--- src/crbp_pkg.sv ---
// shared constants and types for the control register bus port
package crbp_pkg;
  localparam int unsigned CRBP_ADDR_W      = 10;
  localparam int unsigned CRBP_DATA_W      = 32;
  localparam int unsigned CRBP_HALF_W      = 5;
  localparam int unsigned CRBP_TIMEOUT_CYC = 64;
  localparam int unsigned CRBP_DROP_DLY    = 2;
  localparam int unsigned CRBP_CNT_W       = 7;
  localparam logic [CRBP_DATA_W-1:0] CRBP_WDATA_RST = 32'h0000_0000;
  localparam logic [CRBP_ADDR_W-1:0] CRBP_ADDR_RST  = 10'h000;
  localparam logic [CRBP_DATA_W-1:0] CRBP_RDATA_RST = 32'h0000_0000;
  localparam logic [CRBP_DATA_W-1:0] CRBP_REG_RST   = 32'h0000_0000;
  localparam logic [CRBP_CNT_W-1:0]  CRBP_CNT_RST   = 7'h00;
  localparam logic                   CRBP_MODE_LATCHED = 1'b0;
  localparam logic                   CRBP_MODE_ONE     = 1'b1;
  localparam logic                   CRBP_ACK_LATCHED  = 1'b1;

  typedef enum logic [0:0] {
    CRBP_MODE0,
    CRBP_MODE1
  } crbp_mode_t;

  // turn the instruction's swapped field into the plain register number
  function automatic logic [CRBP_ADDR_W-1:0] crbp_unswap(
    input logic [CRBP_ADDR_W-1:0] field
  );
    crbp_unswap = {field[CRBP_HALF_W-1:0], field[CRBP_ADDR_W-1:CRBP_HALF_W]};
  endfunction : crbp_unswap
endpackage : crbp_pkg

--- src/crbp_if.sv ---
// interface joining the processor port to the peripheral chain
`timescale 1ns/1ns
`default_nettype none
interface crbp_if;
  import crbp_pkg::*;
  logic                   ctrl_reg_read_req;
  logic                   ctrl_reg_write_req;
  logic [CRBP_ADDR_W-1:0] ctrl_reg_addr;
  logic [CRBP_DATA_W-1:0] ctrl_reg_wdata_out;
  logic                   ctrl_reg_ack_in;
  logic [CRBP_DATA_W-1:0] ctrl_reg_rdata_in;

  modport proc (
    output ctrl_reg_read_req,
    output ctrl_reg_write_req,
    output ctrl_reg_addr,
    output ctrl_reg_wdata_out,
    input  ctrl_reg_ack_in,
    input  ctrl_reg_rdata_in
  );

  modport periph (
    input  ctrl_reg_read_req,
    input  ctrl_reg_write_req,
    input  ctrl_reg_addr,
    input  ctrl_reg_wdata_out,
    output ctrl_reg_ack_in,
    output ctrl_reg_rdata_in
  );
endinterface : crbp_if
`default_nettype wire

--- src/crbp_proc.sv ---
// processor end of the control register bus
`timescale 1ns/1ns
`default_nettype none
// How it works
// - ten bit address, two data buses, strobes
// - peripherals chain read data onward
// - acknowledge latched along chain or ORed
// - each access lasts at least three cycles
// - no acknowledge in 64 cycles: silent abandon
// - mode zero: ack held until request drops
// - mode one: ack drops after one cycle
// - handshake mode fixed when built
// - address driven one cycle before request
// - request drops two cycles after ack
// - only ack or timeout ends a request
// - requests inactive during reset
// - peripheral drives data only when read-selected
// - new address after ack low one cycle
// - bus carries plain register number
// - write data on writes, zeros on reads
// - write bus zero during reset
// - ack only when owned, valid, ready
// - read data captured when ack seen
// - unimplemented bits pass chain read data through
// - registered ack with bypass multiplexer
// - never read and write together
module crbp_proc
  import crbp_pkg::*;
#(
  parameter int unsigned TIMEOUT_CYC = CRBP_TIMEOUT_CYC
) (
  input  wire logic                   core_clk,
  input  wire logic                   resetn,
  crbp_if.proc                        bus,
  input  wire logic                   cmd_valid,
  input  wire logic                   cmd_write,
  input  wire logic [CRBP_ADDR_W-1:0] cmd_field,
  input  wire logic [CRBP_DATA_W-1:0] cmd_wdata,
  output logic                        cmd_ready,
  output logic                        done,
  output logic                        done_timeout,
  output logic [CRBP_DATA_W-1:0]      rdata
);

  typedef enum logic [2:0] {
    CRBP_IDLE,
    CRBP_SETUP,
    CRBP_REQ,
    CRBP_HOLD,
    CRBP_GAP
  } crbp_state_t;

  // whole port state, registered as one word
  typedef struct packed {
    crbp_state_t            state;
    logic                   rd;
    logic                   wr;
    logic                   is_write;
    logic [CRBP_ADDR_W-1:0] addr;
    logic [CRBP_DATA_W-1:0] wdata;
    logic [CRBP_DATA_W-1:0] rdata;
    logic [CRBP_CNT_W-1:0]  cnt;
    logic                   ready;
    logic                   done;
    logic                   tmo;
  } crbp_proc_st_t;

  crbp_proc_st_t st_reg;
  crbp_proc_st_t st_next;
  logic          take_now;
  logic          tmo_now;
  logic          drop_now;

  ////////////////////////////////////////////////////////////////////////////
  // latch a new command: plain register number, zeros for reads
  function automatic crbp_proc_st_t take_cmd(
    input crbp_proc_st_t          cur,
    input logic                   is_wr,
    input logic [CRBP_ADDR_W-1:0] field,
    input logic [CRBP_DATA_W-1:0] wdata
  );
    crbp_proc_st_t nxt;
    nxt          = cur;
    nxt.state    = CRBP_SETUP;
    nxt.ready    = 1'b0;
    nxt.is_write = is_wr;
    nxt.addr     = crbp_unswap(field);
    nxt.wdata    = is_wr ? wdata : CRBP_WDATA_RST;
    return nxt;
  endfunction : take_cmd

  // end the access: both strobes low, write bus back to zero
  function automatic crbp_proc_st_t drop_req(
    input crbp_proc_st_t cur,
    input logic          timed_out
  );
    crbp_proc_st_t nxt;
    nxt       = cur;
    nxt.state = CRBP_GAP;
    nxt.rd    = 1'b0;
    nxt.wr    = 1'b0;
    nxt.wdata = CRBP_WDATA_RST;
    nxt.done  = 1'b1;
    nxt.tmo   = timed_out;
    return nxt;
  endfunction : drop_req

  // cycle counter that sticks at its top value instead of wrapping
  function automatic logic [CRBP_CNT_W-1:0] count_up(
    input logic [CRBP_CNT_W-1:0] cnt
  );
    logic [CRBP_CNT_W-1:0] top;
    top = '1;
    return (cnt == top) ? cnt : cnt + 7'h01;
  endfunction : count_up

  ////////////////////////////////////////////////////////////////////////////
  // command taken only once the previous ack has gone low
  assign take_now = cmd_valid && st_reg.ready && !bus.ctrl_reg_ack_in;
  assign tmo_now  = st_reg.cnt == CRBP_CNT_W'(TIMEOUT_CYC - 1);
  assign drop_now = st_reg.cnt == CRBP_CNT_W'(CRBP_DROP_DLY - 2);

  ////////////////////////////////////////////////////////////////////////////
  always_comb begin
    st_next      = st_reg;
    st_next.done = 1'b0;
    st_next.tmo  = 1'b0;
    case (st_reg.state)
      CRBP_IDLE: begin
        // ready rises on the first edge after reset
        st_next.ready = 1'b1;
        if (take_now) begin
          st_next = take_cmd(st_next, cmd_write, cmd_field, cmd_wdata);
        end
      end
      CRBP_SETUP: begin
        // address has stood one cycle; raise exactly one strobe
        st_next.state = CRBP_REQ;
        st_next.rd    = !st_reg.is_write;
        st_next.wr    = st_reg.is_write;
        st_next.cnt   = CRBP_CNT_RST;
      end
      CRBP_REQ: begin
        st_next.cnt = count_up(st_reg.cnt);
        if (bus.ctrl_reg_ack_in) begin
          if (!st_reg.is_write) begin
            st_next.rdata = bus.ctrl_reg_rdata_in;
          end
          st_next.state = CRBP_HOLD;
          st_next.cnt   = CRBP_CNT_RST;
        end else if (tmo_now) begin
          st_next = drop_req(st_next, 1'b1);
        end
      end
      CRBP_HOLD: begin
        // request stays up until the second edge after the ack
        st_next.cnt = count_up(st_reg.cnt);
        if (drop_now) begin
          st_next = drop_req(st_next, 1'b0);
        end
      end
      CRBP_GAP: begin
        // hold address until ack has been low a full cycle
        if (!bus.ctrl_reg_ack_in) begin
          st_next.state = CRBP_IDLE;
          st_next.ready = 1'b1;
        end
      end
      default: begin
        // unknown state: back to idle, strobes keep their value
        st_next.state = CRBP_IDLE;
      end
    endcase
  end

  ////////////////////////////////////////////////////////////////////////////
  always_ff @(posedge core_clk or negedge resetn) begin
    if (!resetn) begin
      // idle port: strobes low, write bus zero
      st_reg.state    <= CRBP_IDLE;
      st_reg.rd       <= 1'b0;
      st_reg.wr       <= 1'b0;
      st_reg.is_write <= 1'b0;
      st_reg.addr     <= CRBP_ADDR_RST;
      st_reg.wdata    <= CRBP_WDATA_RST;
      st_reg.rdata    <= CRBP_RDATA_RST;
      st_reg.cnt      <= CRBP_CNT_RST;
      st_reg.ready    <= 1'b0;
      st_reg.done     <= 1'b0;
      st_reg.tmo      <= 1'b0;
    end else begin
      st_reg <= st_next;
    end
  end

  ////////////////////////////////////////////////////////////////////////////
  // every output straight from the state register
  assign bus.ctrl_reg_read_req  = st_reg.rd;
  assign bus.ctrl_reg_write_req = st_reg.wr;
  assign bus.ctrl_reg_addr      = st_reg.addr;
  assign bus.ctrl_reg_wdata_out = st_reg.wdata;
  assign cmd_ready              = st_reg.ready;
  assign done                   = st_reg.done;
  assign done_timeout           = st_reg.tmo;
  assign rdata                  = st_reg.rdata;

endmodule : crbp_proc
`default_nettype wire

--- src/flat_wrapper.sv ---
// flat-port wrapper written by rule: the top's interface ports become plain ports
module crbp_proc_flat import crbp_pkg::*;
#(
  parameter int unsigned TIMEOUT_CYC = CRBP_TIMEOUT_CYC
)
  (core_clk, resetn, cmd_valid, cmd_write, cmd_field, cmd_wdata, cmd_ready, done, done_timeout, rdata, bus_ctrl_reg_read_req, bus_ctrl_reg_write_req, bus_ctrl_reg_addr, bus_ctrl_reg_wdata_out, bus_ctrl_reg_ack_in, bus_ctrl_reg_rdata_in);
  crbp_if bus_i ();
  input  wire logic core_clk;
  input  wire logic resetn;
  input  wire logic cmd_valid;
  input  wire logic cmd_write;
  input  wire logic [CRBP_ADDR_W-1:0] cmd_field;
  input  wire logic [CRBP_DATA_W-1:0] cmd_wdata;
  output logic cmd_ready;
  output logic done;
  output logic done_timeout;
  output logic [CRBP_DATA_W-1:0] rdata;
  output wire logic [$bits(bus_i.ctrl_reg_read_req)-1:0] bus_ctrl_reg_read_req;
  output wire logic [$bits(bus_i.ctrl_reg_write_req)-1:0] bus_ctrl_reg_write_req;
  output wire logic [$bits(bus_i.ctrl_reg_addr)-1:0] bus_ctrl_reg_addr;
  output wire logic [$bits(bus_i.ctrl_reg_wdata_out)-1:0] bus_ctrl_reg_wdata_out;
  input wire logic [$bits(bus_i.ctrl_reg_ack_in)-1:0] bus_ctrl_reg_ack_in;
  input wire logic [$bits(bus_i.ctrl_reg_rdata_in)-1:0] bus_ctrl_reg_rdata_in;
  assign bus_ctrl_reg_read_req = bus_i.ctrl_reg_read_req;
  assign bus_ctrl_reg_write_req = bus_i.ctrl_reg_write_req;
  assign bus_ctrl_reg_addr = bus_i.ctrl_reg_addr;
  assign bus_ctrl_reg_wdata_out = bus_i.ctrl_reg_wdata_out;
  assign bus_i.ctrl_reg_ack_in = bus_ctrl_reg_ack_in;
  assign bus_i.ctrl_reg_rdata_in = bus_ctrl_reg_rdata_in;
  crbp_proc #(.TIMEOUT_CYC(TIMEOUT_CYC)) u_core (.core_clk(core_clk), .resetn(resetn), .bus(bus_i), .cmd_valid(cmd_valid), .cmd_write(cmd_write), .cmd_field(cmd_field), .cmd_wdata(cmd_wdata), .cmd_ready(cmd_ready), .done(done), .done_timeout(done_timeout), .rdata(rdata));
endmodule
--- config.mk ---
export PLATFORM = sky130hd
export DESIGN_NAME = crbp_proc_flat
export DESIGN_NICKNAME = d
export VERILOG_FILES = /design/src/crbp_pkg.sv /design/src/crbp_if.sv /design/src/crbp_proc.sv /design/src/flat_wrapper.sv
export SDC_FILE = /design/constraint.sdc
export NUM_CORES = 1
export LEC_CHECK = 0
export BUFFER_PORTS_ARGS = -buffer_cell sky130_fd_sc_hd__buf_2
export CAP_MARGIN = 20
export CORE_ASPECT_RATIO = 0.75
export CORE_MARGIN = 2
export CORE_UTILIZATION = 35
export CTS_BUF_LIST = sky130_fd_sc_hd__clkbuf_4
export CTS_CLUSTER_SIZE = 28
export DETAILED_ROUTE_END_ITERATION = 10
export GPL_TIMING_DRIVEN = 0
export PLACE_DENSITY = 0.7
export SLEW_MARGIN = 30
export SYNTH_ARGS = -nofsm -noshare
export SYNTH_HDL_FRONTEND = slang
export SYNTH_SLANG_ARGS = --single-unit
--- constraint.sdc ---
create_clock -name core_clk -period 2.7 [get_ports core_clk]
set_clock_uncertainty 0.05 [all_clocks]
set_input_delay 0 -clock core_clk [delete_from_list [all_inputs] [get_ports core_clk]]
set_output_delay 0 -clock core_clk [all_outputs]
set_load 0.02 [all_outputs]
; ---- Yosys cells after proc, flatten, opt, wreduce, memory -nomap -nowiden
; Cells that the tools add are included.
[totals]
reg_bits = 90
word_cells = 62
output_inout_bits = 79
[op_classes]
n_bitwise = 4
eq_ne = 12
n_reduce_logical = 16
addsub = 1
mux = 18
[op_table]
columns = cell, n
row1 = $mux 90, 3
row2 = $pmux 75 s3, 1
row3 = $mux 32, 2
row4 = $mux 45, 1
row5 = $mux 39, 1
row6 = $pmux 7 s4, 1
row7 = $pmux 3 s5, 1
row8 = $reduce_and 5->1, 3
row9 = $reduce_and 4->1, 3
row10 = $mux 3, 3
row11 = $pmux 2 s4, 1
row12 = $add 7x1->7 const B, 1
row13 = $eq 7x6->1 const B, 1
row14 = $eq 7x7->1 const B, 1
row15 = $logic_not 7->1, 1
row16 = $mux 7, 1
row17 = $eq 3x2->1 const B, 2
row18 = $ne 2x1->1 const B, 3
row19 = $pmux 2 s3, 1
row20 = $reduce_bool 3->1, 2
row21 = $ne 2x2->1 const B, 2
row22 = $not 1->1, 4
row23 = $pmux 1 s4, 1
row24 = $eq 3x1->1 const B, 1
row25 = 8 further kinds, 10

; ---- Longest topological paths before layout
[logic_depth]
word_depth = 5
mapped_depth = 7

; ---- Worst setup path after synthesis
; OpenSTA, ideal clock, no wires.
[synth_path]
kind = register to register
from = register u_core.st_reg[3] (netlist name)
to = register u_core.st_reg (netlist bit u_core.bus.ctrl_reg_wdata_out[2])
synth_period_minus_slack_ns = 1.921
t_arrival_ns = 1.750
required_ns = 2.529
path_stages_with_launch = 8
setup_time_ns = 0.121
setup_slack_ns = 0.779
cell_sequence = dfrtp_1 > inv_1 > ha_1 > or4b_4 > nor4_4 > o31ai_2 > buf_6 > a22o_1
[synth_via]
elab_chain_len = 3
[synth_lines]
columns = element, line_no
row1 = "start, declared", crbp_proc.sv:68  ; crbp_proc_st_t st_reg;
row2 = "start signal, assigned", crbp_proc.sv:192  ; st_reg <= st_next;
row3 = $eq 7x6->1 / $logic_not 7->1 (equally long branches), "crbp_proc.sv:120, crbp_proc.sv:121"
row4 = $ne 2x1->1 (no source line), --
row5 = $reduce_and 5->1 (no source line) *, --
; Every way passes the cells marked *; elsewhere a longest branch is shown, timed or not.
; A chain may end at the register's enable or synchronous reset.

; ---- Worst setup path in the final report
[layout_path]
from = register u_core.st_reg[3] (netlist name)
to = register u_core.st_reg (netlist bit u_core.bus.ctrl_reg_wdata_out[0])
; Same word-level chain as after synthesis.

==> flow_summary_export.csv <==
group,metric,value,unit
critical_path,start_kind,"register",
run,drv_cap,0,
logic_synthesis,synth_largest_area_cell,"dfrtp_1",
drt,vias,3221,
drt,drtPass1Iterations,4,
logic_synthesis,syn-cell-area,0.00411,mm^2
critical_path,cpPeakStageDelay,570,ps
critical_path,arrival,2890,ps
power_and_ir_drop,p_leak,3.18,nW
global_route,grt_pass1_vias,3369,
floorplanning,fp.dieW,129,um
final_layout,num_antenna_cells,0,
logic_synthesis,synth_ff_type,"dfrtp_1",
timing,max_freq,0.380,GHz
power_and_ir_drop,powerDensity,1010,mW/mm^2
global_route,antenna_found_initial,0,
final_layout,final_nets,655,
worst_hold_path,hp-class,"in -> async",
global_route,use_met3,4.22,%
critical_path,critPathRequiredTime,2960,ps
logic_synthesis,synthAdderAreaFrac,0.610,%
place,place_ws,550,ps
critical_path,r2r-start,"u_core.st_reg[3]$_DFFE_PN0P_",
power_and_ir_drop,ir_worst_vdd,0.435,mV
final_layout,area_growth,49.5,%
logic_synthesis,synth_top_family_by_area,"buffers and inverters",
logic_synthesis,yosys-top-cells-count,"dfrtp_1 (90), buf_4 (74), mux2_1 (41), a22o_1 (32), nor2_1 (11)",
clock_network,cts.htree.levels,3,
floorplanning,core,0.0115,mm^2
place,post-dp-hpwl,6380,um
place,place_congestion,0.771,
critical_path,cp_cell_sequence,"inv_2 > ha_2 > or4b_4 > nor4_4 > o31ai_4 > a22o_1 > dlygate4sd3_1",
critical_path,path_max_fanout,5,
logic_synthesis,synthXorXnorAreaFrac,0.640,%
critical_path,r2r-end,"u_core.bus.ctrl_reg_wdata_out[0]$_DFFE_PN0P_",
logic_synthesis,synthSimpleGateAreaFrac,5.03,%
logic_synthesis,synth-seq-cells,90,
critical_path,critPathKind,"reg -> reg",
global_route,grt_pass1_wl,15600,um
logic_synthesis,synth_nets,400,
logic_synthesis,yosysWarnings,0,
clock_network,clock_path_buffers,2,
final_layout,nFillCells,964,
clock_network,clk_latency,420,ps
logic_synthesis,syn_avg_cell_area,12.9,um^2
logic_synthesis,synthMuxAreaShare,11.7,%
floorplanning,initial_utilization,35.6,%
timing,hold_violations,0,
logic_synthesis,synthCells,319,
logic_synthesis,yosysSeqAreaShare,54.9,%
drt,detail_route.wl_per_cell,13.2,um
logic_synthesis,synth_top_cells_by_area,"dfrtp_1 (55%), buf_4 (14%), mux2_1 (11%), a22o_1 (6.8%), buf_2 (1.2%)",
floorplanning,fp.dieH,97.8,um
timing,min_period_over_period,97.5,%
timing,worst_slew_pin_slew,513,ps
timing,setup_slack,68.1,ps
clock_network,path_clk_slew,130,ps
critical_path,crit_slowest_cell,"dlygate4sd3_1",
floorplanning,rows,34,
floorplanning,die_area,0.0126,mm^2
global_route,busiest_layer,"met2",
drt,viasPerCell,4.36,
clock_network,cts_inserted_buffers,9,
critical_path,cp-end-kind,"register",
timing,finalSetupTns,0,ps
logic_synthesis,synth_compound_area_share,10.9,%
drt,detail-route-antenna-nets,0,
final_layout,layout-drive-gt1-share,47.3,%
run_status,status,"complete, no violations",
logic_synthesis,async_reset_ff_share,100,%
global_route,met1_usage,18.4,%
timing,slew_headroom,65.7,%
place,portBuffers,157,
timing,final_max_slew_viol_count,0,
logic_synthesis,synth_top_area_share,54.9,%
floorplanning,pin_count,158,
drt,remaining_drc_errors,0,
logic_synthesis,yosysUniqueCellTypes,43,
timing,period_minus_slack,2630,ps
drt,drt_iter0_markers,113,
logic_synthesis,synth.most_common_cell,"dfrtp_1",
logic_synthesis,synth_edf_count,0,
global_route,grt_overflow,0,
clock_network,root_buffer,"clkbuf_4",
clock_network,cts_tree,"built",
global_route,met2_usage,28.3,%
critical_path,rrSetupSlack,70,ps
global_route,grt_max_degree,48,
critical_path,worst-r2r-cell-count,7,
clock_network,clock-sinks,90,
timing,setup_viol_count_final,0,
drt,drt_wl_total,9780,um
global_route,grt_util_all_layers,15.7,%
[routing by layer]
layer,vias up,routed length (um)
met5,-,0
met4,0,93
met3,8,524
met2,100,5000
met1,1552,4170
li1,1561,-
[kinds of logic after synthesis]
group	Yosys count
flops	90
compound gates	54
xor+xnor	3
simple gates	33
buf+inv	94
mux	43
fa+ha+maj	2
[power by group]
part           leakage, nW  switching (W)  internal, W
Combinational         1.95        0.00161      0.00164
Sequential            1.15       0.000286      0.00188
Clock               0.0798       0.000422     0.000373
Total                 3.18        0.00232      0.00389
[area by class of cell]
type,instances,area [um^2],area share [%]
plain buffers,88,643,10.5
clock buffers,10,75.1,1.22
clock inverters,4,68.8,1.12
inverters,6,22.5,0.367
multi-input cells,135,1200,19.5
flip-flops and latches,90,2250,36.7
well taps,162,203,3.30
repair buffers,244,1680,27.3
[per-stage QoR]
stage	power, W	std cells	hold slack (ps)	util, %	instance area, um^2
2_1_floorplan	0.00441	319	-346	-	4110
3_3_place_gp	0.00515	638	165	44.2	5090
3_5_place_dp	0.00524	639	-97.2	44.5	5130
4_1_cts	0.00616	733	1.10	52.8	6080
5_1_grt	0.00662	739	9.95	53.2	6140
6_report	0.00621	739	36.6	53.2	6140
[worst max-delay path by stage]
stage / start / cells past startpoint / to
6_report: u_core.st_reg[3]$_DFFE_PN0P_ / 7 / u_core.bus.ctrl_reg_wdata_out[0]$_DFFE_PN0P_
5_1_grt: u_core.st_reg[3]$_DFFE_PN0P_ / 7 / u_core.bus.ctrl_reg_wdata_out[0]$_DFFE_PN0P_
4_1_cts: u_core.st_reg[3]$_DFFE_PN0P_ / 8 / u_core.bus.ctrl_reg_wdata_out[2]$_DFFE_PN0P_
3_5_place_dp: u_core.st_reg[89]$_DFFE_PN0P_ / 6 / u_core.rdata[19]$_DFFE_PN0P_
3_3_place_gp: u_core.st_reg[3]$_DFFE_PN0P_ / 7 / u_core.bus.ctrl_reg_wdata_out[18]$_DFFE_PN0P_
2_1_floorplan: u_core.st_reg[3]$_DFFE_PN0P_ / 7 / u_core.bus.ctrl_reg_wdata_out[2]$_DFFE_PN0P_
[what timing repair did]
action	4_1_cts	5_1_grt
setup buffers	0	6
resized for setup	0	3
hold buffers	80	1
endpoints found under the hold margin	169	1
endpoints found under the setup margin	0	1
[layout by cell type (no fill, tap or decap), types with 2 or more instances in the layout]
master	synthesis	routed
a211oi_1	2	2
a22o_1	32	32
buf_2	10	166
buf_4	74	80
buf_6	3	4
bufinv_16	0	2
clkbuf_4	0	10
dfrtp_1	90	90
dlygate4sd3_1	0	79
inv_1	6	5
mux2_1	41	41
mux2i_1	2	2
nand2_1	4	4
nand3_1	3	3
nor2_1	11	11
nor2b_1	2	2
nor4_1	3	3
o211ai_1	2	2
o21ai_0	2	2
o21ai_1	2	2
o31ai_1	2	2
or3_1	2	2
xor2_1	2	2
[critical path: cells and delay by family, from the launching register on]
kind | cells | cell delay (ps)
simple gates | 2 | 900
buf+inv | 2 | 640
flops | 1 | 410
compound gates | 2 | 360
fa+ha+maj | 1 | 160
No activity file was read; power rests on OpenSTA's default activity.
